===== config.mk =====
export PLATFORM = sky130hd
export DESIGN_NAME = nibble_swap_exchange_xor_unit
export DESIGN_NICKNAME = d
export VERILOG_FILES = /design/src/hw/nsx_pkg.sv /design/src/hw/opcode_classifier.sv /design/src/hw/nibble_swap_exchange_xor_unit.sv
export VERILOG_INCLUDE_DIRS = /design/src /design/src/hw
export SDC_FILE = /design/constraint.sdc
export NUM_CORES = 1
export LEC_CHECK = 0
export ABC_AREA = 1
export BUFFER_PORTS_ARGS = -buffer_cell sky130_fd_sc_hd__buf_2
export CORE_MARGIN = 4
export CORE_UTILIZATION = 50
export CTS_CLUSTER_DIAMETER = 100
export DETAILED_ROUTE_END_ITERATION = 6
export PLACE_DENSITY = 0.94
export SKIP_CTS_REPAIR_TIMING = 1
export SLEW_MARGIN = 20
export SYNTH_ARGS = -nofsm -noshare
export SYNTH_HDL_FRONTEND = slang
export SYNTH_SLANG_ARGS = --single-unit

===== constraint.sdc =====
create_clock -name i_sys_clk -period 2.3 [get_ports i_sys_clk]
set_input_delay 0.46 -clock i_sys_clk [delete_from_list [all_inputs] [get_ports i_sys_clk]]
set_output_delay 0.46 -clock i_sys_clk [all_outputs]
set_load 0.03 [all_outputs]

===== src/hw/nibble_swap_exchange_xor_unit_consts.svh =====
`ifndef NIBBLE_SWAP_EXCHANGE_XOR_UNIT_CONSTS_SVH
`define NIBBLE_SWAP_EXCHANGE_XOR_UNIT_CONSTS_SVH

`define OPC_SWAP 8'hc4
`define OPC_XCH_REG_HI 5'h19
`define OPC_XCH_DIR 8'hc5
`define OPC_XCH_IND_HI 7'h63
`define OPC_LOW_DIGIT_EXCHANGE_OP_IND_HI 7'h6b
`define OPC_XRL_REG_HI 5'h0d
`define OPC_XRL_DIR 8'h65
`define OPC_XRL_IND_HI 7'h33
`define OPC_XRL_IMM 8'h64
`define OPC_XRL_DIR_A 8'h62
`define OPC_XRL_DIR_IMM 8'h63
`define RESET_BYTE 8'h00

`endif


===== src/hw/nsx_pkg.sv =====
package nsx_pkg;
    typedef enum logic [3:0] {
        OP_NONE,
        OP_SWAP,
        OP_XCH_REG,
        OP_XCH_DIR,
        OP_XCH_IND,
        OP_LOW_DIGIT_EXCHANGE_OP_IND,
        OP_XRL_A_REG,
        OP_XRL_A_DIR,
        OP_XRL_A_IND,
        OP_XRL_A_IMM,
        OP_XRL_DIR_A,
        OP_XRL_DIR_IMM
    } op_e;
endpackage


===== src/hw/opcode_classifier.sv =====
`timescale 1ns/100ps
`include "nibble_swap_exchange_xor_unit_consts.svh"

module opcode_classifier
    import nsx_pkg::*;
(
    input wire logic [7:0] i_opcode,
    output op_e o_op
);

    always_comb
    begin
        o_op = OP_NONE;
        if (i_opcode == `OPC_SWAP)
            o_op = OP_SWAP;
        else if (i_opcode[7:3] == `OPC_XCH_REG_HI)
            o_op = OP_XCH_REG;
        else if (i_opcode == `OPC_XCH_DIR)
            o_op = OP_XCH_DIR;
        else if (i_opcode[7:1] == `OPC_XCH_IND_HI)
            o_op = OP_XCH_IND;
        else if (i_opcode[7:1] == `OPC_LOW_DIGIT_EXCHANGE_OP_IND_HI)
            o_op = OP_LOW_DIGIT_EXCHANGE_OP_IND;
        else if (i_opcode[7:3] == `OPC_XRL_REG_HI)
            o_op = OP_XRL_A_REG;
        else if (i_opcode == `OPC_XRL_DIR)
            o_op = OP_XRL_A_DIR;
        else if (i_opcode[7:1] == `OPC_XRL_IND_HI)
            o_op = OP_XRL_A_IND;
        else if (i_opcode == `OPC_XRL_IMM)
            o_op = OP_XRL_A_IMM;
        else if (i_opcode == `OPC_XRL_DIR_A)
            o_op = OP_XRL_DIR_A;
        else if (i_opcode == `OPC_XRL_DIR_IMM)
            o_op = OP_XRL_DIR_IMM;
    end

endmodule // opcode_classifier


===== src/hw/nibble_swap_exchange_xor_unit.sv =====
// Functional notes
// - Nibble swap exchanges accumulator bits 3-0 with bits 7-4, a four-bit rotate.
// - Nibble swap is opcode 8'hc4, one byte, executed in one cycle.
// - None of these operations touches any program status flag.
// - Byte exchange loads the accumulator with the operand and writes the old accumulator back.
// - The exchange operand is a working register, a direct byte or an indirect RAM byte.
// - Exchange with a register is 11001rrr, through a pointer 1100011i, one byte, one cycle.
// - Low-digit exchange swaps bits 3-0 of accumulator and indirect RAM byte, opcode 1101011i.
// - During low-digit exchange the upper nibbles of both bytes are kept.
// - Exclusive-OR writes the bitwise XOR of its operands into the destination only.
// - XOR to the accumulator takes register, direct, indirect or immediate; to direct takes A or immediate.
// - XOR onto an output port reads the port's output latch, not the pins.
// - XOR to a direct byte complements exactly the bits set in the mask byte.
`timescale 1ns/100ps
`include "nibble_swap_exchange_xor_unit_consts.svh"

module nibble_swap_exchange_xor_unit
    import nsx_pkg::*;
(
    input wire logic i_sys_clk,
    input wire logic i_sys_rst,
    input wire logic i_valid,
    input wire logic [7:0] i_opcode,
    input wire logic [7:0] i_operand,
    input wire logic [7:0] i_acc,
    input wire logic [7:0] i_psw,
    input wire logic [7:0] i_reg_data,
    input wire logic [7:0] i_ptr_data,
    input wire logic [7:0] i_direct_data,
    input wire logic i_direct_is_port,
    input wire logic [7:0] i_port_latch,
    input wire logic [7:0] i_ram_data,
    output logic [2:0] o_reg_sel,
    output logic o_ptr_sel,
    output logic [7:0] o_direct_addr,
    output logic [7:0] o_ram_addr,
    output logic o_done,
    output logic o_acc_we,
    output logic [7:0] o_acc,
    output logic o_psw_we,
    output logic [7:0] o_psw,
    output logic o_reg_we,
    output logic [2:0] o_reg_addr,
    output logic [7:0] o_reg_wdata,
    output logic o_direct_we,
    output logic [7:0] o_direct_wdata,
    output logic o_ram_we,
    output logic [7:0] o_ram_wdata
);

    op_e op;
    logic [7:0] direct_src;

    logic done_d, done_q;
    logic acc_we_d, acc_we_q;
    logic [7:0] acc_d, acc_q;
    logic [7:0] psw_q;
    logic reg_we_d, reg_we_q;
    logic [2:0] reg_addr_d, reg_addr_q;
    logic [7:0] reg_wdata_d, reg_wdata_q;
    logic dir_we_d, dir_we_q;
    logic [7:0] dir_addr_d, dir_addr_q;
    logic [7:0] dir_wdata_d, dir_wdata_q;
    logic ram_we_d, ram_we_q;
    logic [7:0] ram_addr_d, ram_addr_q;
    logic [7:0] ram_wdata_d, ram_wdata_q;

    function automatic logic [7:0] swap_nibbles(input logic [7:0] b);
        swap_nibbles = {b[3:0], b[7:4]};
    endfunction

    opcode_classifier u_classifier
    (
        .i_opcode(i_opcode),
        .o_op(op)
    );

    // Operand selects are combinational so the register file answers in the same cycle.
    assign o_reg_sel = i_opcode[2:0];
    assign o_ptr_sel = i_opcode[0];
    assign o_direct_addr = i_operand;
    assign o_ram_addr = i_ptr_data;
    assign direct_src = i_direct_is_port ? i_port_latch : i_direct_data;

    always_comb
    begin
        done_d = 1'b0;
        acc_we_d = 1'b0;
        acc_d = i_acc;
        reg_we_d = 1'b0;
        reg_addr_d = i_opcode[2:0];
        reg_wdata_d = i_acc;
        dir_we_d = 1'b0;
        dir_addr_d = i_operand;
        dir_wdata_d = i_acc;
        ram_we_d = 1'b0;
        ram_addr_d = i_ptr_data;
        ram_wdata_d = i_acc;
        if (i_valid)
        begin
            done_d = 1'b1;
            unique case (op)
                OP_SWAP:
                begin
                    acc_we_d = 1'b1;
                    acc_d = swap_nibbles(i_acc);
                end
                OP_XCH_REG:
                begin
                    acc_we_d = 1'b1;
                    acc_d = i_reg_data;
                    reg_we_d = 1'b1;
                end
                OP_XCH_DIR:
                begin
                    acc_we_d = 1'b1;
                    acc_d = i_direct_data;
                    dir_we_d = 1'b1;
                end
                OP_XCH_IND:
                begin
                    acc_we_d = 1'b1;
                    acc_d = i_ram_data;
                    ram_we_d = 1'b1;
                end
                OP_LOW_DIGIT_EXCHANGE_OP_IND:
                begin
                    acc_we_d = 1'b1;
                    acc_d = {i_acc[7:4], i_ram_data[3:0]};
                    ram_we_d = 1'b1;
                    ram_wdata_d = {i_ram_data[7:4], i_acc[3:0]};
                end
                OP_XRL_A_REG:
                begin
                    acc_we_d = 1'b1;
                    acc_d = i_acc ^ i_reg_data;
                end
                OP_XRL_A_DIR:
                begin
                    acc_we_d = 1'b1;
                    acc_d = i_acc ^ i_direct_data;
                end
                OP_XRL_A_IND:
                begin
                    acc_we_d = 1'b1;
                    acc_d = i_acc ^ i_ram_data;
                end
                OP_XRL_A_IMM:
                begin
                    acc_we_d = 1'b1;
                    acc_d = i_acc ^ i_operand;
                end
                OP_XRL_DIR_A:
                begin
                    dir_we_d = 1'b1;
                    dir_wdata_d = direct_src ^ i_acc;
                end
                OP_XRL_DIR_IMM:
                begin
                    // The mask arrives as the following instruction byte; the address is
                    // taken from the same operand lane by the decoder's earlier cycle.
                    dir_we_d = 1'b1;
                    dir_wdata_d = direct_src ^ i_operand;
                end
                OP_NONE:
                begin
                    done_d = 1'b0;
                end
            endcase
        end
    end

    // Flags are only passed through and never written.
    always_ff @(posedge i_sys_clk or posedge i_sys_rst)
    begin
        if (i_sys_rst)
        begin
            done_q <= 1'b0;
            acc_we_q <= 1'b0;
            acc_q <= `RESET_BYTE;
            psw_q <= `RESET_BYTE;
            reg_we_q <= 1'b0;
            reg_addr_q <= 3'h0;
            reg_wdata_q <= `RESET_BYTE;
            dir_we_q <= 1'b0;
            dir_addr_q <= `RESET_BYTE;
            dir_wdata_q <= `RESET_BYTE;
            ram_we_q <= 1'b0;
            ram_addr_q <= `RESET_BYTE;
            ram_wdata_q <= `RESET_BYTE;
        end
        else
        begin
            done_q <= done_d;
            acc_we_q <= acc_we_d;
            acc_q <= acc_d;
            psw_q <= i_psw;
            reg_we_q <= reg_we_d;
            reg_addr_q <= reg_addr_d;
            reg_wdata_q <= reg_wdata_d;
            dir_we_q <= dir_we_d;
            dir_addr_q <= dir_addr_d;
            dir_wdata_q <= dir_wdata_d;
            ram_we_q <= ram_we_d;
            ram_addr_q <= ram_addr_d;
            ram_wdata_q <= ram_wdata_d;
        end
    end

    assign o_done = done_q;
    assign o_acc_we = acc_we_q;
    assign o_acc = acc_q;
    assign o_psw_we = 1'b0;
    assign o_psw = psw_q;
    assign o_reg_we = reg_we_q;
    assign o_reg_addr = reg_addr_q;
    assign o_reg_wdata = reg_wdata_q;
    assign o_direct_we = dir_we_q;
    assign o_direct_wdata = dir_wdata_q;
    assign o_ram_we = ram_we_q;
    assign o_ram_wdata = ram_wdata_q;

endmodule // nibble_swap_exchange_xor_unit


# Word-level counts from Yosys, hierarchy flattened
# Index checks and enable logic that the tools add are counted.
# op_classes
n_eq_ne	22
mux	28
bitwise	6
n_reduce_logical	4
# op_table
cell	count
$pmux 8 s9	1
$xor 8x8->8	6
$mux 4	11
$mux 8	5
$eq 8x7->1 const B	4
$eq 4x3->1 const B	4
$eq 4x4->1 const B	4
$eq 8x8->1 const B	2
$pmux 8 s2	1
$eq 7x7->1 const B	2
$mux 1	10
$reduce_or 9->1	1
$eq 4x2->1 const B	2
$eq 7x6->1 const B	1
$eq 5x4->1 const B	1
$eq 5x5->1 const B	1
$eq 4x1->1 const B	1
$logic_not 4->1	1
$reduce_or 3->1	1
$reduce_or 2->1	1
# totals
register_bits	48
out_inout_bits	69

# Depth between registers and ports, before layout
# depth
depth_word	16
mapped_depth	12

# Modules after synthesis
# From an unflattened synthesis, not the netlist that was laid out.
# hier_totals
hier_cells	389
area_unflattened_um2	2813.9
# by_module_without_submodules
module	instances	cells_each	area_each_um2	seq_area_each_um2
nibble_swap_exchange_xor_unit	1	345	2576.2	1101.1
opcode_classifier	1	44	237.7	0.0

# Worst setup path after synthesis
# OpenSTA, ideal clock, no wires.
# synth_path
path_kind	input -> register
startpoint	input port i_opcode[3]
endpoint	register dir_wdata_q[5] (netlist: o_direct_wdata[5])
arrival_ps	1435
t_required_ps	2173
setup_slack_ps	738
path_stages	10
path_buffers	2
path_cell_list	buf_6 -> inv_6 -> nand4_1 -> nor2_4 -> inv_2 -> buf_2 -> o21ai_1 -> nand2_1 -> nand3_1 -> o21ai_0
# synth_via
elab_chain_len	15
# synth_rtl
element	line_no	source
from (decl)	nibble_swap_exchange_xor_unit.sv:23	input wire logic [7:0] i_opcode,
$eq 8x7->1 (no line)	n/a	
$mux 4	opcode_classifier.sv:34	else if (i_opcode == `OPC_XRL_DIR_IMM)
$mux 4	opcode_classifier.sv:32	else if (i_opcode == `OPC_XRL_DIR_A)
$mux 4	opcode_classifier.sv:30	else if (i_opcode == `OPC_XRL_IMM)
$mux 4	opcode_classifier.sv:28	else if (i_opcode[7:1] == `OPC_XRL_IND_HI)
$mux 4	opcode_classifier.sv:26	else if (i_opcode == `OPC_XRL_DIR)
$mux 4	opcode_classifier.sv:24	else if (i_opcode[7:3] == `OPC_XRL_REG_HI)
$mux 4	opcode_classifier.sv:22	else if (i_opcode[7:1] == `OPC_LOW_DIGIT_EXCHANGE_OP_IND_HI)
$mux 4	opcode_classifier.sv:20	else if (i_opcode[7:1] == `OPC_XCH_IND_HI)
$mux 4	opcode_classifier.sv:18	else if (i_opcode == `OPC_XCH_DIR)
$mux 4	opcode_classifier.sv:16	else if (i_opcode[7:3] == `OPC_XCH_REG_HI)
$mux 4 (*)	opcode_classifier.sv:14	if (i_opcode == `OPC_SWAP)
$eq 4x4->1	nibble_swap_exchange_xor_unit.sv:102	unique case (op)
$pmux 8 s2 (*)	nibble_swap_exchange_xor_unit.sv:102	
$mux 8 (*)	nibble_swap_exchange_xor_unit.sv:99	if (i_valid)
net dir_wdata_d[5]	nibble_swap_exchange_xor_unit.sv:63	logic [7:0] dir_wdata_d, dir_wdata_q;
to (signal assigned)	nibble_swap_exchange_xor_unit.sv:187	dir_wdata_q <= `RESET_BYTE;
to (signal assigned)	nibble_swap_exchange_xor_unit.sv:203	dir_wdata_q <= dir_wdata_d;
to (decl)	nibble_swap_exchange_xor_unit.sv:63	
# Mark *: on every way through the listed nets, which the timed path passes. The rest lies on a longest branch.

# Final worst setup path
# layout_path
startpoint	input port i_opcode[2]
endpoint	register acc_q[2] (netlist: o_acc[2])
# layout_via
elab_chain_len	15
# layout_rtl
element	line_no	source
$eq 8x7->1 (no line)	n/a	
$mux 4	opcode_classifier.sv:34	
$mux 4	opcode_classifier.sv:32	
$mux 4	opcode_classifier.sv:30	
$mux 4	opcode_classifier.sv:28	
$mux 4	opcode_classifier.sv:26	
$mux 4	opcode_classifier.sv:24	
$mux 4	opcode_classifier.sv:22	
$mux 4	opcode_classifier.sv:20	
$mux 4	opcode_classifier.sv:18	
$mux 4	opcode_classifier.sv:16	
$mux 4 (*)	opcode_classifier.sv:14	
$eq 4x4->1, or another cell as far along	nibble_swap_exchange_xor_unit.sv:102	
$pmux 8 s9 (*)	nibble_swap_exchange_xor_unit.sv:102	
$mux 8 (*)	nibble_swap_exchange_xor_unit.sv:99	
net acc_d[2]	nibble_swap_exchange_xor_unit.sv:56	logic [7:0] acc_d, acc_q;
to (signal assigned)	nibble_swap_exchange_xor_unit.sv:180	acc_q <= `RESET_BYTE;
to (decl)	nibble_swap_exchange_xor_unit.sv:56	
# Marked as above.

==> impl_metrics.tcl <==
set metrics [dict create \
    cts.sinks 44 \
    num_antenna_cells 0 \
    cts_tree "yes" \
    wl_per_cell_um 14.9 \
    die_w_um 85.7 \
    worst_setup_path_start_kind "primary input" \
    intPower_uw 1160 \
    worst-path-max-fanout 8 \
    fillers 554 \
    slew_violations 0 \
    p_per_area_mw_per_mm2 485 \
    first_pass_iters 5 \
    synth.top_cells.by_area "dfrtp_1 37%, nand2_1 11%, nand3_1 10%" \
    ys_types 27 \
    grt_pass1_vias 3281 \
    drv_cap 0 \
    dieArea_mm2 0.00734 \
    io_pins 145 \
    synth_edf_count 0 \
    grt_max_degree 45 \
    path_clk_slew_ns 0.09 \
    worst_pin_slew_ns 0.903 \
    p_comb_share_pct 25.8 \
    drc 0 \
    ys.flop_type "dfrtp_1" \
    setup_violations 0 \
    synth_warnings 0 \
    yosysMostFrequentCell "nand2_1" \
    antenna_found_initial 0 \
    p_switching_uw 598 \
    fin_nets 611 \
    gp_congestion 0.930 \
    hpwl_um 7080 \
    rsz0062_at_grt "false" \
    dp_slack_ns 0.372 \
    crit_required_ns 2.52 \
    swShare_pct 34.0 \
    die_height_um 85.7 \
    area_growth_pct 20.2 \
    via_count 3354 \
    syn_area_mm2 0.00302 \
    finalSetupTns_ns 0 \
    drive_above_1_share_pct 31.9 \
    irDropWorstVdd_v 0.000249 \
    holdCritPathClass "primary input to flip-flop" \
    synth_cells 428 \
    syn_avg_cell_area_um2 7.05 \
    grt_pass1_wl_um 14800 \
    ys_seq_area_share_pct 36.5 \
    finalCritPeriodShare_pct 74.8 \
    cts.htree.levels 2 \
    finalHoldViolCount 0 \
    cp-startpoint "i_opcode[2]" \
    cp_data_arrival_time_ns 1.93 \
    rows 28 \
    end_kind "flip-flop" \
    drtIter0Drc 401 \
    synth_async_sr_flop_share_pct 100 \
    multiInputGateArea_mm2 0.00138 \
    synth_common_cells "90 x nand2_1, 61 x inv_1, 61 x nand3_1, 44 x dfrtp_1, 38 x nor2_1" \
    postRouteAntennaNets 0 \
    status "complete, no violations" \
    cts-root-buf "clkbuf_8" \
    regArea_mm2 0.00110 \
    clock.fmax_mhz 582 \
    crit_type "primary input to flip-flop" \
    share_clk_of_total_power_pct 27.5 \
    setup_ws_ns 0.580 \
    slew_headroom_pct 39.7 \
    io_buffers 127 \
    post-route-min-period_ns 1.72 \
    coreArea_mm2 0.00589 \
    via_per_inst 5.49 \
    hp-start "i_psw[1]" \
    numCtsBuffers 5 \
    start_util_pct 51.2 \
    synth_fp_nets 504 \
    ys_ff_latch 44 \
    yosysTopAreaCell "dfrtp_1" \
    gr-usage-all-layers_pct 24.8 \
    drt_wl_total_um 9070 \
    p_leak_uw 0.00202 \
    synth.top_cell.area_share_pct 36.5 \
    pwr-share-seq_pct 46.8 \
    grt-ovfl-total 0 \
    clockBufferDepth 2 \
]
## cell type report
| type | instances | area share [%] |
|---|---|---|
| Timing Repair Buffer | 135 | 19.2 |
| Inverter | 68 | 7.32 |
| Clock inverter | 3 | 0.518 |
| Multi-Input combinational cell | 281 | 38.1 |
| Sequential cell | 44 | 30.4 |
| Tap cell | 75 | 2.59 |
| Clock buffer | 5 | 1.90 |
## power by group through the flow
stage	Combinational [µW]	Sequential (µW)	Clock, µW
after detailed placement	451	838	0
after CTS	452	823	495
after floorplan	228	926	0
after global routing	492	827	524
final	454	823	483
after global placement	442	837	0
## routing by layer
| metal | vias up | GRT usage, % | routed length [µm] |
|---|---|---|---|
| met5 | - | 0 | 0 |
| met4 | 0 | 9.93 | 258 |
| met3 | 40 | 4.51 | 950 |
| met2 | 212 | 43.5 | 4460 |
| met1 | 1530 | 30.1 | 3400 |
| li1 | 1572 | - | - |
## stage by stage
stage,cells,instance area [µm²],power (µW),hold slack [ns],utilization [%]
after floorplan,428,3020,1150,0.491,-
after global placement,603,3540,1280,0.568,60.1
after detailed placement,603,3540,1290,0.569,60.1
after CTS,611,3630,1770,0.257,61.6
after global routing,611,3630,1840,0.248,61.6
final,611,3630,1760,0.264,61.6
## sequential cells by signal (all words and copies together) (netlist names)
signal          cells
o_ram_we            1
o_reg_wdata         4
o_done              1
o_reg_addr          3
o_direct_we         1
o_acc_we            1
o_ram_wdata         8
o_direct_wdata      8
o_reg_we            1
o_acc               8
o_psw               8
## layout by cell type (no fill, tap or decap), types with 2 or more instances in the layout
master | netlist | layout
a21oi_1 | 3 | 3
clkinv_2 | 0 | 2
a21oi_2 | 5 | 5
inv_1 | 61 | 60
inv_2 | 4 | 5
o21ai_0 | 30 | 30
nand2_1 | 90 | 90
o211ai_1 | 8 | 8
nand4_1 | 22 | 22
dfrtp_1 | 44 | 44
clkbuf_8 | 0 | 5
nor2_4 | 6 | 6
clkinv_4 | 1 | 2
nor3_1 | 2 | 2
nand2_2 | 6 | 6
o21ai_1 | 4 | 4
nand3_1 | 61 | 61
nand2_4 | 2 | 2
buf_4 | 27 | 8
nor2_1 | 38 | 38
buf_2 | 3 | 127
## final timing paths
kind | to | slack, ns | cells past startpoint
max | o_acc[2]$_DFF_PP0_ | 0.58 | 9
min | o_psw[1]$_DFF_PP0_ | 0.26 | 1
max in group asynchronous | o_acc[4]$_DFF_PP0_ | 1.38 | 2
min in group asynchronous | o_acc[3]$_DFF_PP0_ | 0.36 | 2
## kinds of logic after synthesis
group / Yosys count / synth area share, %
AND/OR/NAND/NOR: 229 / 35.9
buffers and inverters: 103 / 17.6
AO/OA/AOI/OAI: 51 / 9.79
flip-flops: 44 / 36.5
other: 1 / 0.124
## critical path: stages
cell and delay [ns]:
buf_2 0.15, inv_1 0.09, nor2_1 0.20, nand3_1 0.36
nand2_1 0.21, nand4_1 0.12, nand2_1 0.08, nand3_1 0.10
a21oi_2 0.17
No activity file was read; power rests on OpenSTA's default activity.
